### config.mk
export PLATFORM = sky130hd
export DESIGN_NAME = aprr_readout
export DESIGN_NICKNAME = d
export VERILOG_FILES = /design/src/verilog/aprr_pkg.sv /design/src/verilog/aprr_fifo.sv /design/src/verilog/aprr_readout.sv
export VERILOG_INCLUDE_DIRS = /design/src /design/src/verilog
export SDC_FILE = /design/constraint.sdc
export NUM_CORES = 1
export LEC_CHECK = 0
export BUFFER_PORTS_ARGS = -buffer_cell sky130_fd_sc_hd__buf_2
export CAP_MARGIN = 20
export CORE_MARGIN = 4
export CORE_UTILIZATION = 60
export DETAILED_ROUTE_END_ITERATION = 6
export PLACE_DENSITY_LB_ADDON = 0.3
export SLEW_MARGIN = 15
export SYNTH_ARGS = -nofsm -noshare
export SYNTH_HDL_FRONTEND = slang
export SYNTH_SLANG_ARGS = --single-unit
export TNS_END_PERCENT = 50
### constraint.sdc
create_clock -name clk -period 24.5 [get_ports clk]
set_clock_uncertainty 0.15 [all_clocks]
set_input_delay 2.45 -clock clk [delete_from_list [all_inputs] [get_ports clk]]
set_output_delay 2.45 -clock clk [all_outputs]
set_load 0.05 [all_outputs]
### src/verilog/aprr_map.svh
`ifndef APRR_MAP_SVH
`define APRR_MAP_SVH

// ============================================================
// result word layout
`define APRR_CHANNELS    8
`define APRR_CODE_W      14
`define APRR_WORD_W      16
`define APRR_PAD_W       2
`define APRR_BYTE_W      8
`define APRR_BYTES       16

// ============================================================
// buffering
`define APRR_FIFO_W      14
`define APRR_FIFO_DEPTH  8

// ============================================================
// reset pin values: strobes idle high, all else low; output enable codes
`define APRR_PINS_RST    6'h30
`define APRR_OE_WIDE     2'h3
`define APRR_OE_BYTE     2'h1
`define APRR_OE_OFF      2'h0

// ============================================================
// timing
`define APRR_CLK_NS      50
`define APRR_TCONV_NS    4000

`endif

### src/verilog/aprr_pkg.sv
`include "aprr_map.svh"

package aprr_pkg;

    // ========================================================
    // interface modes
    typedef enum logic [1:0] {
        MODE_PAR,
        MODE_BYTE,
        MODE_SER,
        MODE_BAD
    } aprr_mode_t;

    // ========================================================
    // pin sample group
    typedef struct packed {
        logic cs_n;
        logic rd_n;
        logic busy;
        logic sel_p;
        logic sel_s;
        logic order;
    } aprr_pins_t;

    // ========================================================
    // readout state
    typedef struct packed {
        aprr_pins_t                                   s1;
        aprr_pins_t                                   s2;
        aprr_pins_t                                   s3;
        aprr_mode_t                                   mode;
        logic [`APRR_CHANNELS-1:0][`APRR_WORD_W-1:0]  result;
        logic [`APRR_CHANNELS-1:0][`APRR_WORD_W-1:0]  stage;
        logic [3:0]                                   stage_cnt;
        logic [3:0]                                   ptr;
        logic [`APRR_WORD_W-1:0]                      bus;
        logic [1:0]                                   bus_oe;
        logic                                         first;
        logic                                         first_oe;
        logic                                         busy_o;
        logic [15:0]                                  conv_cnt;
        logic                                         overrun;
    } aprr_state_t;

endpackage

### src/verilog/aprr_fifo.sv
`timescale 1ns/1ps

module aprr_fifo #(
    parameter int W     = 14,
    parameter int DEPTH = 8
) (
    input  wire logic         clk,
    input  wire logic         rst,
    input  wire logic [W-1:0] in_data,
    input  wire logic         in_valid,
    output logic              in_ready,
    output logic [W-1:0]      out_data,
    output logic              out_valid,
    input  wire logic         out_ready
);

    localparam int AW = $clog2(DEPTH);

    typedef struct packed {
        logic [DEPTH-1:0][W-1:0] mem;
        logic [AW-1:0]           wp;
        logic [AW-1:0]           rp;
        logic [AW:0]             cnt;
        logic                    in_ready;
    } aprr_fifo_state_t;

    aprr_fifo_state_t q;
    aprr_fifo_state_t n;
    logic             push;
    logic             pop;

    // ========================================================
    // ports
    assign in_ready  = q.in_ready;
    assign out_valid = (q.cnt != '0);
    assign out_data  = q.mem[q.rp];
    assign push      = in_valid & q.in_ready;
    assign pop       = out_valid & out_ready;

    // ========================================================
    // next state
    always_comb begin
        n = q;
        if (push) begin
            n.mem[q.wp] = in_data;
            n.wp        = q.wp + 1'b1;
        end
        if (pop) begin
            n.rp = q.rp + 1'b1;
        end
        n.cnt      = q.cnt + (AW+1)'(push) - (AW+1)'(pop);
        n.in_ready = (n.cnt != (AW+1)'(DEPTH));
    end

    always_ff @(posedge clk or posedge rst) begin
        if (rst) begin
            q <= '0;
        end else begin
            q <= n;
        end
    end

    fifo_bound_a: assert property (@(posedge clk) disable iff (rst)
        q.cnt <= (AW+1)'(DEPTH))
        else $error("fifo count beyond depth");

endmodule

### src/verilog/aprr_readout.sv
//
// Contract
// - busy fall loads code plus two zeros
// - read after busy low gives new sample
// - read during busy gives previous sample
// - two select pins choose interface mode
// - parallel mode drives sixteen-line result bus
// - combined strobe fall drives bus out
// - combined strobe: channel 1 first, flag high; code gives channel 1 only when the read pointer is at zero
// - separate strobes: select fall enables bus
// - separate: first read gives channel 1
// - parallel flag low from second read
// - byte mode: two byte transfers per channel
// - order pin high sends upper byte first
// - byte mode select fall enables bus
// - each read advances one byte, sixteen
// - byte flag high two reads, low after
// - busy high no longer than conversion time; longer busy passes through, sets conv_overrun
// - strobes high return bus to float
`timescale 1ns/1ps
`include "aprr_map.svh"

module aprr_readout #(
    parameter int TCONV_NS   = `APRR_TCONV_NS,
    parameter int FIFO_DEPTH = `APRR_FIFO_DEPTH
) (
    input  wire logic                      clk,
    input  wire logic                      rst,
    input  wire logic                      cs_n,
    input  wire logic                      rd_n,
    input  wire logic                      busy_in,
    input  wire logic                      interface_select_primary,
    input  wire logic                      interface_select_secondary,
    input  wire logic                      byte_order_select,
    input  wire logic [`APRR_CODE_W-1:0]   code_data,
    input  wire logic                      code_valid,
    output logic                           code_ready,
    output logic [`APRR_WORD_W-1:0]        result_bus,
    output logic [1:0]                     result_bus_oe,
    output logic                           first_channel_flag,
    output logic                           first_channel_flag_oe,
    output logic                           busy_out,
    output logic                           conv_overrun
);

    // ========================================================
    // timing
    localparam int TCONV_CYC_RAW = TCONV_NS / `APRR_CLK_NS;
    localparam int TCONV_CYC     = (TCONV_CYC_RAW < 1) ? 1 : TCONV_CYC_RAW;

    aprr_pkg::aprr_state_t q;
    aprr_pkg::aprr_state_t n;
    aprr_pkg::aprr_pins_t  pins;
    aprr_pkg::aprr_mode_t  mode_dec;

    logic [`APRR_CODE_W-1:0] fifo_data;
    logic                    fifo_valid;
    logic                    fifo_take;
    logic                    cs_fall;
    logic                    cs_rise;
    logic                    rd_fall;
    logic                    busy_fall;
    logic                    busy_rise;
    logic [3:0]              ptr_base;
    logic [`APRR_WORD_W-1:0] rd_word;
    logic [`APRR_WORD_W-1:0] byte_word;
    logic                    hi_first;

    // ========================================================
    // code buffer between converter and staging
    aprr_fifo #(
        .W     (`APRR_FIFO_W),
        .DEPTH (FIFO_DEPTH)
    ) u_fifo (
        .clk       (clk),
        .rst       (rst),
        .in_data   (code_data),
        .in_valid  (code_valid),
        .in_ready  (code_ready),
        .out_data  (fifo_data),
        .out_valid (fifo_valid),
        .out_ready (fifo_take)
    );

    // ========================================================
    // pin grouping and edges
    assign pins.cs_n  = cs_n;
    assign pins.rd_n  = rd_n;
    assign pins.busy  = busy_in;
    assign pins.sel_p = interface_select_primary;
    assign pins.sel_s = interface_select_secondary;
    assign pins.order = byte_order_select;

    assign cs_fall   = q.s3.cs_n & ~q.s2.cs_n;
    assign cs_rise   = ~q.s3.cs_n & q.s2.cs_n;
    assign rd_fall   = q.s3.rd_n & ~q.s2.rd_n & ~q.s2.cs_n;
    assign busy_fall = q.s3.busy & ~q.s2.busy;
    assign busy_rise = ~q.s3.busy & q.s2.busy;

    // staging accepts only while a conversion runs
    assign fifo_take = q.s2.busy & (q.stage_cnt < 4'(`APRR_CHANNELS));

    // restart point of the read pointer
    // tied strobes step on, a bare select fall restarts
    assign ptr_base = (busy_fall | (cs_fall & ~rd_fall)) ? 4'h0
                                                         : q.ptr;

    assign rd_word   = q.result[ptr_base[2:0]];
    assign byte_word = q.result[ptr_base[3:1]];
    assign hi_first  = q.s2.order ^ ptr_base[0];

    // ========================================================
    // mode decode
    always_comb begin
        case ({q.s2.sel_p, q.s2.sel_s})
            2'h0:    mode_dec = aprr_pkg::MODE_PAR;
            2'h3:    mode_dec = aprr_pkg::MODE_BYTE;
            2'h2:    mode_dec = aprr_pkg::MODE_SER;
            default: mode_dec = aprr_pkg::MODE_BAD;
        endcase
    end

    // ========================================================
    // next state
    always_comb begin
        n      = q;
        n.s1   = pins;
        n.s2   = q.s1;
        n.s3   = q.s2;
        n.mode = mode_dec;

        // staging of the conversion in progress
        if (fifo_valid & fifo_take) begin
            n.stage[q.stage_cnt[2:0]] = {fifo_data,
                                         {`APRR_PAD_W{1'b0}}};
            n.stage_cnt = q.stage_cnt + 4'h1;
        end

        // result set only changes at end of conversion
        if (busy_fall) begin
            n.result    = q.stage;
            n.stage_cnt = 4'h0;
        end
        n.ptr = ptr_base;

        // frame start enables this device's outputs in parallel and byte modes only
        if (cs_fall) begin
            n.first    = 1'b0;
            n.first_oe = (q.mode == aprr_pkg::MODE_PAR) |
                         (q.mode == aprr_pkg::MODE_BYTE);
            case (q.mode)
                aprr_pkg::MODE_PAR:  n.bus_oe = `APRR_OE_WIDE;
                aprr_pkg::MODE_BYTE: n.bus_oe = `APRR_OE_BYTE;
                default:             n.bus_oe = `APRR_OE_OFF;
            endcase
        end

        // read strobe presents the next item
        if (rd_fall) begin
            case (q.mode)
                aprr_pkg::MODE_PAR: begin
                    n.bus   = rd_word;
                    n.first = (ptr_base == 4'h0);
                    n.ptr   = {1'b0, ptr_base[2:0] + 3'h1};
                end
                aprr_pkg::MODE_BYTE: begin
                    n.bus[15:8] = 8'h00;
                    n.bus[7:0]  = hi_first ? byte_word[15:8]
                                           : byte_word[7:0];
                    n.first     = (ptr_base < 4'h2);
                    n.ptr       = ptr_base + 4'h1;
                end
                default: begin
                    n.ptr = ptr_base;
                end
            endcase
        end

        // frame end floats bus and flag
        if (cs_rise) begin
            n.bus_oe   = `APRR_OE_OFF;
            n.first_oe = 1'b0;
            n.first    = 1'b0;
        end

        // conversion time watch
        n.busy_o = q.s2.busy;
        if (busy_rise) begin
            n.conv_cnt = 16'h0000;
            n.overrun  = 1'b0;
        end else if (q.s2.busy) begin
            if (q.conv_cnt != 16'hFFFF) begin
                n.conv_cnt = q.conv_cnt + 16'h0001;
            end
            if (q.conv_cnt >= 16'(TCONV_CYC)) begin
                n.overrun = 1'b1;
            end
        end
    end

    // ========================================================
    // state register
    always_ff @(posedge clk or posedge rst) begin
        if (rst) begin
            q      <= '0;
            q.s1   <= `APRR_PINS_RST;
            q.s2   <= `APRR_PINS_RST;
            q.s3   <= `APRR_PINS_RST;
        end else begin
            q <= n;
        end
    end

    // ========================================================
    // outputs
    assign result_bus            = q.bus;
    assign result_bus_oe         = q.bus_oe;
    assign first_channel_flag    = q.first;
    assign first_channel_flag_oe = q.first_oe;
    assign busy_out              = q.busy_o;
    assign conv_overrun          = q.overrun;

    // ========================================================
    // checks
    result_load_a: assert property (@(posedge clk) disable iff (rst)
        busy_fall |=> (q.result == $past(q.stage)))
        else $error("result set not loaded at busy fall");

    result_hold_a: assert property (@(posedge clk) disable iff (rst)
        !busy_fall |=> $stable(q.result))
        else $error("result set changed outside busy fall");

    par_data_a: assert property (@(posedge clk) disable iff (rst)
        (rd_fall && q.mode == aprr_pkg::MODE_PAR)
        |=> (result_bus == $past(rd_word)))
        else $error("parallel read gave wrong word");

    par_enable_a: assert property (@(posedge clk) disable iff (rst)
        (cs_fall && q.mode == aprr_pkg::MODE_PAR)
        |=> (result_bus_oe == 2'h3) && first_channel_flag_oe)
        else $error("parallel bus not enabled at select fall");

    par_first_a: assert property (@(posedge clk) disable iff (rst)
        (rd_fall && cs_fall && q.mode == aprr_pkg::MODE_PAR
         && ptr_base == 4'h0)
        |=> first_channel_flag && (result_bus == $past(q.result[0])))
        else $error("combined strobe did not give channel 1");

    par_flag_low_a: assert property (@(posedge clk) disable iff (rst)
        (rd_fall && q.mode == aprr_pkg::MODE_PAR && ptr_base != 4'h0)
        |=> !first_channel_flag)
        else $error("parallel flag high past first read");

    byte_flag_a: assert property (@(posedge clk) disable iff (rst)
        (rd_fall && q.mode == aprr_pkg::MODE_BYTE)
        |=> (first_channel_flag == ($past(ptr_base) < 4'h2)))
        else $error("byte flag wrong for byte index");

    byte_order_a: assert property (@(posedge clk) disable iff (rst)
        (rd_fall && q.mode == aprr_pkg::MODE_BYTE && !ptr_base[0]
         && q.s2.order)
        |=> (result_bus[7:0] == $past(byte_word[15:8])))
        else $error("upper byte not first with order high");

    byte_step_a: assert property (@(posedge clk) disable iff (rst)
        (rd_fall && q.mode == aprr_pkg::MODE_BYTE)
        |=> (q.ptr == $past(ptr_base) + 4'h1))
        else $error("byte pointer did not advance by one");

    frame_end_a: assert property (@(posedge clk) disable iff (rst)
        cs_rise |=> (result_bus_oe == 2'h0) && !first_channel_flag_oe)
        else $error("outputs still driven after select rise");

    ptr_restart_a: assert property (@(posedge clk) disable iff (rst)
        ((busy_fall || cs_fall) && !rd_fall) |=> (q.ptr == 4'h0))
        else $error("pointer not restarted");

    serial_quiet_a: assert property (@(posedge clk) disable iff (rst)
        (cs_fall && q.mode == aprr_pkg::MODE_SER)
        |=> (result_bus_oe == 2'h0))
        else $error("bus driven in serial mode");

    overrun_a: assert property (@(posedge clk) disable iff (rst)
        (q.s2.busy && !busy_rise && q.conv_cnt >= 16'(TCONV_CYC))
        |=> conv_overrun)
        else $error("long busy not flagged");

    par_step_a: assert property (@(posedge clk) disable iff (rst)
        (rd_fall && q.mode == aprr_pkg::MODE_PAR)
        |=> (q.ptr == {1'b0, $past(ptr_base[2:0]) + 3'h1}))
        else $error("parallel pointer did not step");

    tied_next_a: assert property (@(posedge clk) disable iff (rst)
        (rd_fall && cs_fall && q.mode == aprr_pkg::MODE_PAR
         && ptr_base != 4'h0)
        |=> !first_channel_flag && (result_bus == $past(rd_word)))
        else $error("tied strobe did not give next channel");

    byte_enable_a: assert property (@(posedge clk) disable iff (rst)
        (cs_fall && q.mode == aprr_pkg::MODE_BYTE)
        |=> (result_bus_oe == 2'h1) && first_channel_flag_oe)
        else $error("byte bus not enabled at select fall");

    byte_upper_a: assert property (@(posedge clk) disable iff (rst)
        (rd_fall && q.mode == aprr_pkg::MODE_BYTE)
        |=> (result_bus[15:8] == 8'h00))
        else $error("byte mode drove upper lines");

    byte_swap_a: assert property (@(posedge clk) disable iff (rst)
        (rd_fall && q.mode == aprr_pkg::MODE_BYTE && !ptr_base[0]
         && !q.s2.order)
        |=> (result_bus[7:0] == $past(byte_word[7:0])))
        else $error("lower byte not first with order low");

    byte_second_a: assert property (@(posedge clk) disable iff (rst)
        (rd_fall && q.mode == aprr_pkg::MODE_BYTE && ptr_base[0]
         && q.s2.order)
        |=> (result_bus[7:0] == $past(byte_word[7:0])))
        else $error("lower byte not second with order high");

    oe_hold_a: assert property (@(posedge clk) disable iff (rst)
        (!cs_fall && !cs_rise)
        |=> $stable(result_bus_oe) && $stable(first_channel_flag_oe))
        else $error("output enable moved outside frame edges");

    data_hold_a: assert property (@(posedge clk) disable iff (rst)
        !rd_fall |=> $stable(result_bus))
        else $error("result bus moved without read edge");

    flag_hold_a: assert property (@(posedge clk) disable iff (rst)
        (!rd_fall && !cs_fall && !cs_rise)
        |=> $stable(first_channel_flag))
        else $error("flag moved without strobe edge");

    ptr_hold_a: assert property (@(posedge clk) disable iff (rst)
        (!rd_fall && !cs_fall && !busy_fall) |=> $stable(q.ptr))
        else $error("pointer moved without an edge");

    serial_flag_a: assert property (@(posedge clk) disable iff (rst)
        (cs_fall && q.mode != aprr_pkg::MODE_PAR
         && q.mode != aprr_pkg::MODE_BYTE)
        |=> !first_channel_flag_oe)
        else $error("flag driven outside parallel modes");

    busy_track_a: assert property (@(posedge clk) disable iff (rst)
        busy_out == $past(q.s2.busy))
        else $error("busy output not tracking pin");

endmodule

==> key figures <==
Routing
  – Wire length on met3: 2880 microns
  – Met2 routed WL: 19800 microns
  – DRC Markers: 0
  – Avg WL per Cell: 20.7 microns
  – Vias/cell: 6.14
  – Final WL: 41600 microns
  – Drt first-iter violations: 1163
  – 1st-pass router iterations: 6
  – Wire length on met1: 17900 microns
  – Routed Antenna Nets: 0
  – Top Metal Used: met5
  – Via Count: 12.3k

Worst setup path
  – Critical Path End: q[215]
  – Slowest cell on crit path: buf_4
  – Critical Path AT: 4.96 ns
  – Crit end category: async pin
  – Kind of cell adding the most delay to the critical path: buffers and inverters
  – Critical R2R Capture: u_fifo.in_ready
  – Critical Path Stages: 4
  – Worst Path Required: 24.89 ns
  – Max incr delay on CP: 0.88 ns
  – R2r worst-path depth: 9
  – Worst Path Buf+Inv: 4
  – Most common cell on crit path: buf_4
  – Critical setup path kind: in2async
  – Reg-to-reg slack, setup: 20.84 ns
  – Worst r2r src: n[17]
  – Worst-path fanout max: 117
  – Cell Chain, Critical Path: buf_2, inv_8, buf_4, buf_4
  – CP Launch Type: input port
  – CP startpoint: rst

Synthesis
  – Number of synthesized register bits: 408
  – YS warnings: 0
  – Distinct cells, synth: 68
  – Post-synthesis cell count: 1579
  – Share of synthesized registers carrying an async set or reset: 100%
  – Top-area cell type share of the netlist area: 53.7%
  – Syn_area_per_cell: 11.9 sq um
  – Post-synth EDFFs: 0
  – Cell Area, Synth: 0.0187 sq mm
  – Area contributors post-synth: dfrtp_1 54%, mux2_2 15%, nand2_1 7.7%
  – Synth area leader: dfrtp_1
  – Seq/Total Area, Yosys: 54.5%
  – Primary FF master, synth: dfrtp_1
  – Syn_nets: 1619

Clock tree
  – Num CTS Buffers: 42
  – Clock Path Buffers: 3
  – Hold_buf cts: 0
  – Post-CTS Setup Bufs: 0
  – CTS HTree Levels: 2
  – TritonCTS clock tree: done
  – CTS clk-pin slew, worst paths: 0.06 ns
  – Clock sinks: 408
  – Post-CTS sizing: 0
  – Root buf cell: clkbuf_16
  – Skew-Pair Late Insertion Delay: 0.54 ns

STA
  – Post-Route Setup TNS: 0 ns
  – Fmax: 219 MHz
  – Final worst setup slack: 19.94 ns
  – RSZ-0062 raised after global routing: no
  – Slew margin rel.: 26.2%
  – Slew Limit Fails: 0
  – Hold Vio Cnt, Final: 0
  – Tmin final: 4.56 ns
  – Worst-Margin Slew: 1.11 ns
  – Part of the cycle the worst path needs: 18.6%
  – Setup violators final: 0

Global routing
  – Largest net degree at the start of global routing: 118
  – Initial antenna violation count: 1
  – Number of global-route vias before repair: 12.5k
  – Aggregate global routing overflow: 0
  – Total track usage: 25.1%
  – First-pass GRT wire length: 68100 microns

Cells and area
  – Ant diodes: 0
  – Fill count: 2238
  – Layout cells sized above 1: 28.6%
  – Final net count: 1624
  – Layout area overhead: 10.0%
  – Most frequent cells in the layout: 400 x dfrtp_1, 382 x nand2_1, 242 x mux2_2
  – Commonest non-fill, non-tap cell in the layout: dfrtp_1

Die
  – Die height: 185 microns
  – Die area: 0.0341 sq mm
  – Starting Density: 61.1%
  – Die X: 185 microns
  – # IOs: 46
  – Row count: 64
  – CORE AREA: 0.0307 sq mm

Status
  – Status: completed

Placement
  – HPWL after DPL: 25600 microns
  – IO buf count: 45
  – Pre-CTS setup slack: 19.29 ns
  – RD Place Congestion: 0.850

Min path
  – Hold WC Path Type: reg2reg

Pwr
  – Peak VDD IR: 0.0804 mV
  – P per Cell Area: 122 mW/mm^2
  – Static Leak: 9.46 nW

Run
  – Max-cap violations: 0
## worst min-delay path by stage
stage / start / slack (ns) / cells past startpoint / end
floorplan: n[313] / 0.18 / 0 / n[17]
global placement: n[313] / 0.19 / 0 / n[17]
detailed placement: n[312] / 0.19 / 0 / n[306]
CTS: n[311] / 0.20 / 0 / n[305]
global route: n[311] / 0.21 / 0 / n[305]
finish: n[312] / 0.20 / 0 / n[306]
## registers in the layout, summed over array words and instances (netlist names)
signal / flops
busy_out: 1
conv_overrun: 1
first_channel_flag: 1
n: 12
q: 252
result_bus: 16
result_bus_oe: 2
u_fifo.in_ready: 1
u_fifo.q: 122
## worst register-to-register path: cells and delay by family (launching register included)
family	cells	cell delay [ns]
simple gates	1	0.65
flops	1	0.55
fa+ha+maj	3	0.99
compound gates	1	0.75
buf+inv	4	0.42
## cell type report
cell class                      instances  area (sq um)  share of cell area, %
Clock buffer                           56          1180                   5.75
Clock inverter                         18           206                   1.00
Inverter                               25           101                  0.492
Multi-Input combinational cell       1034          7960                   38.6
Sequential cell                       408         10200                   49.6
Tap cell                              396           495                   2.40
Timing Repair Buffer                   73           443                   2.15
## cell usage after synthesis (11+ instances only)
master,number
mux4_2,46
buf_2,27
a211oi_1,12
nand2b_1,11
nand2_1,382
o21ai_0,20
dfrtp_1,402
ha_1,16
mux2i_1,41
nor3_1,15
clkbuf_1,54
xnor2_1,16
a21oi_1,30
mux2_2,242
nor2_1,43
inv_1,24
buf_4,20
o22ai_1,14
## metal layers
layer,vias up,track usage (%)
li1,5541,-
met1,6307,35.3
met2,400,40.4
met3,86,5.15
met4,2,7.11
met5,-,0
## cell families (layout without fill, tap and decap cells)
| family | after synthesis | count (layout) | share of synthesized area [%] |
|---|---|---|---|
| and+or+nand+nor | 523 | 523 | 12.0 |
| DFF | 408 | 408 | 54.5 |
| muxes | 329 | 329 | 22.3 |
| AOI/OAI and AO/OA | 145 | 145 | 5.74 |
| buffers and inverters | 137 | 172 | 3.37 |
| xor gates and xnor gates | 20 | 20 | 0.935 |
| adders and majority gates | 17 | 17 | 1.18 |
## per-stage QoR
step                total power, mW  cell area (sq um)  hold WS (ns)  instances  utilization (%)
finish                         2.51              20600         0.201       2010             67.2
global placement               1.83              19200         0.186       1935             62.6
global route                   2.66              20600         0.208       2010             67.2
floorplan                      1.67              18700         0.181       1579                -
CTS                            2.52              20600         0.205       2010             67.2
detailed placement             1.88              19200         0.194       1936             62.7
## where the power goes
group | leakage, nW | internal (mW) | switching [mW] | total [mW]
combinational | 3.57 | 0.383 | 0.349 | 0.731
clock | 0.686 | 0.382 | 0.258 | 0.640
sequential | 5.20 | 0.945 | 0.194 | 1.14
Note: power is estimated with default switching activity, not from simulation.
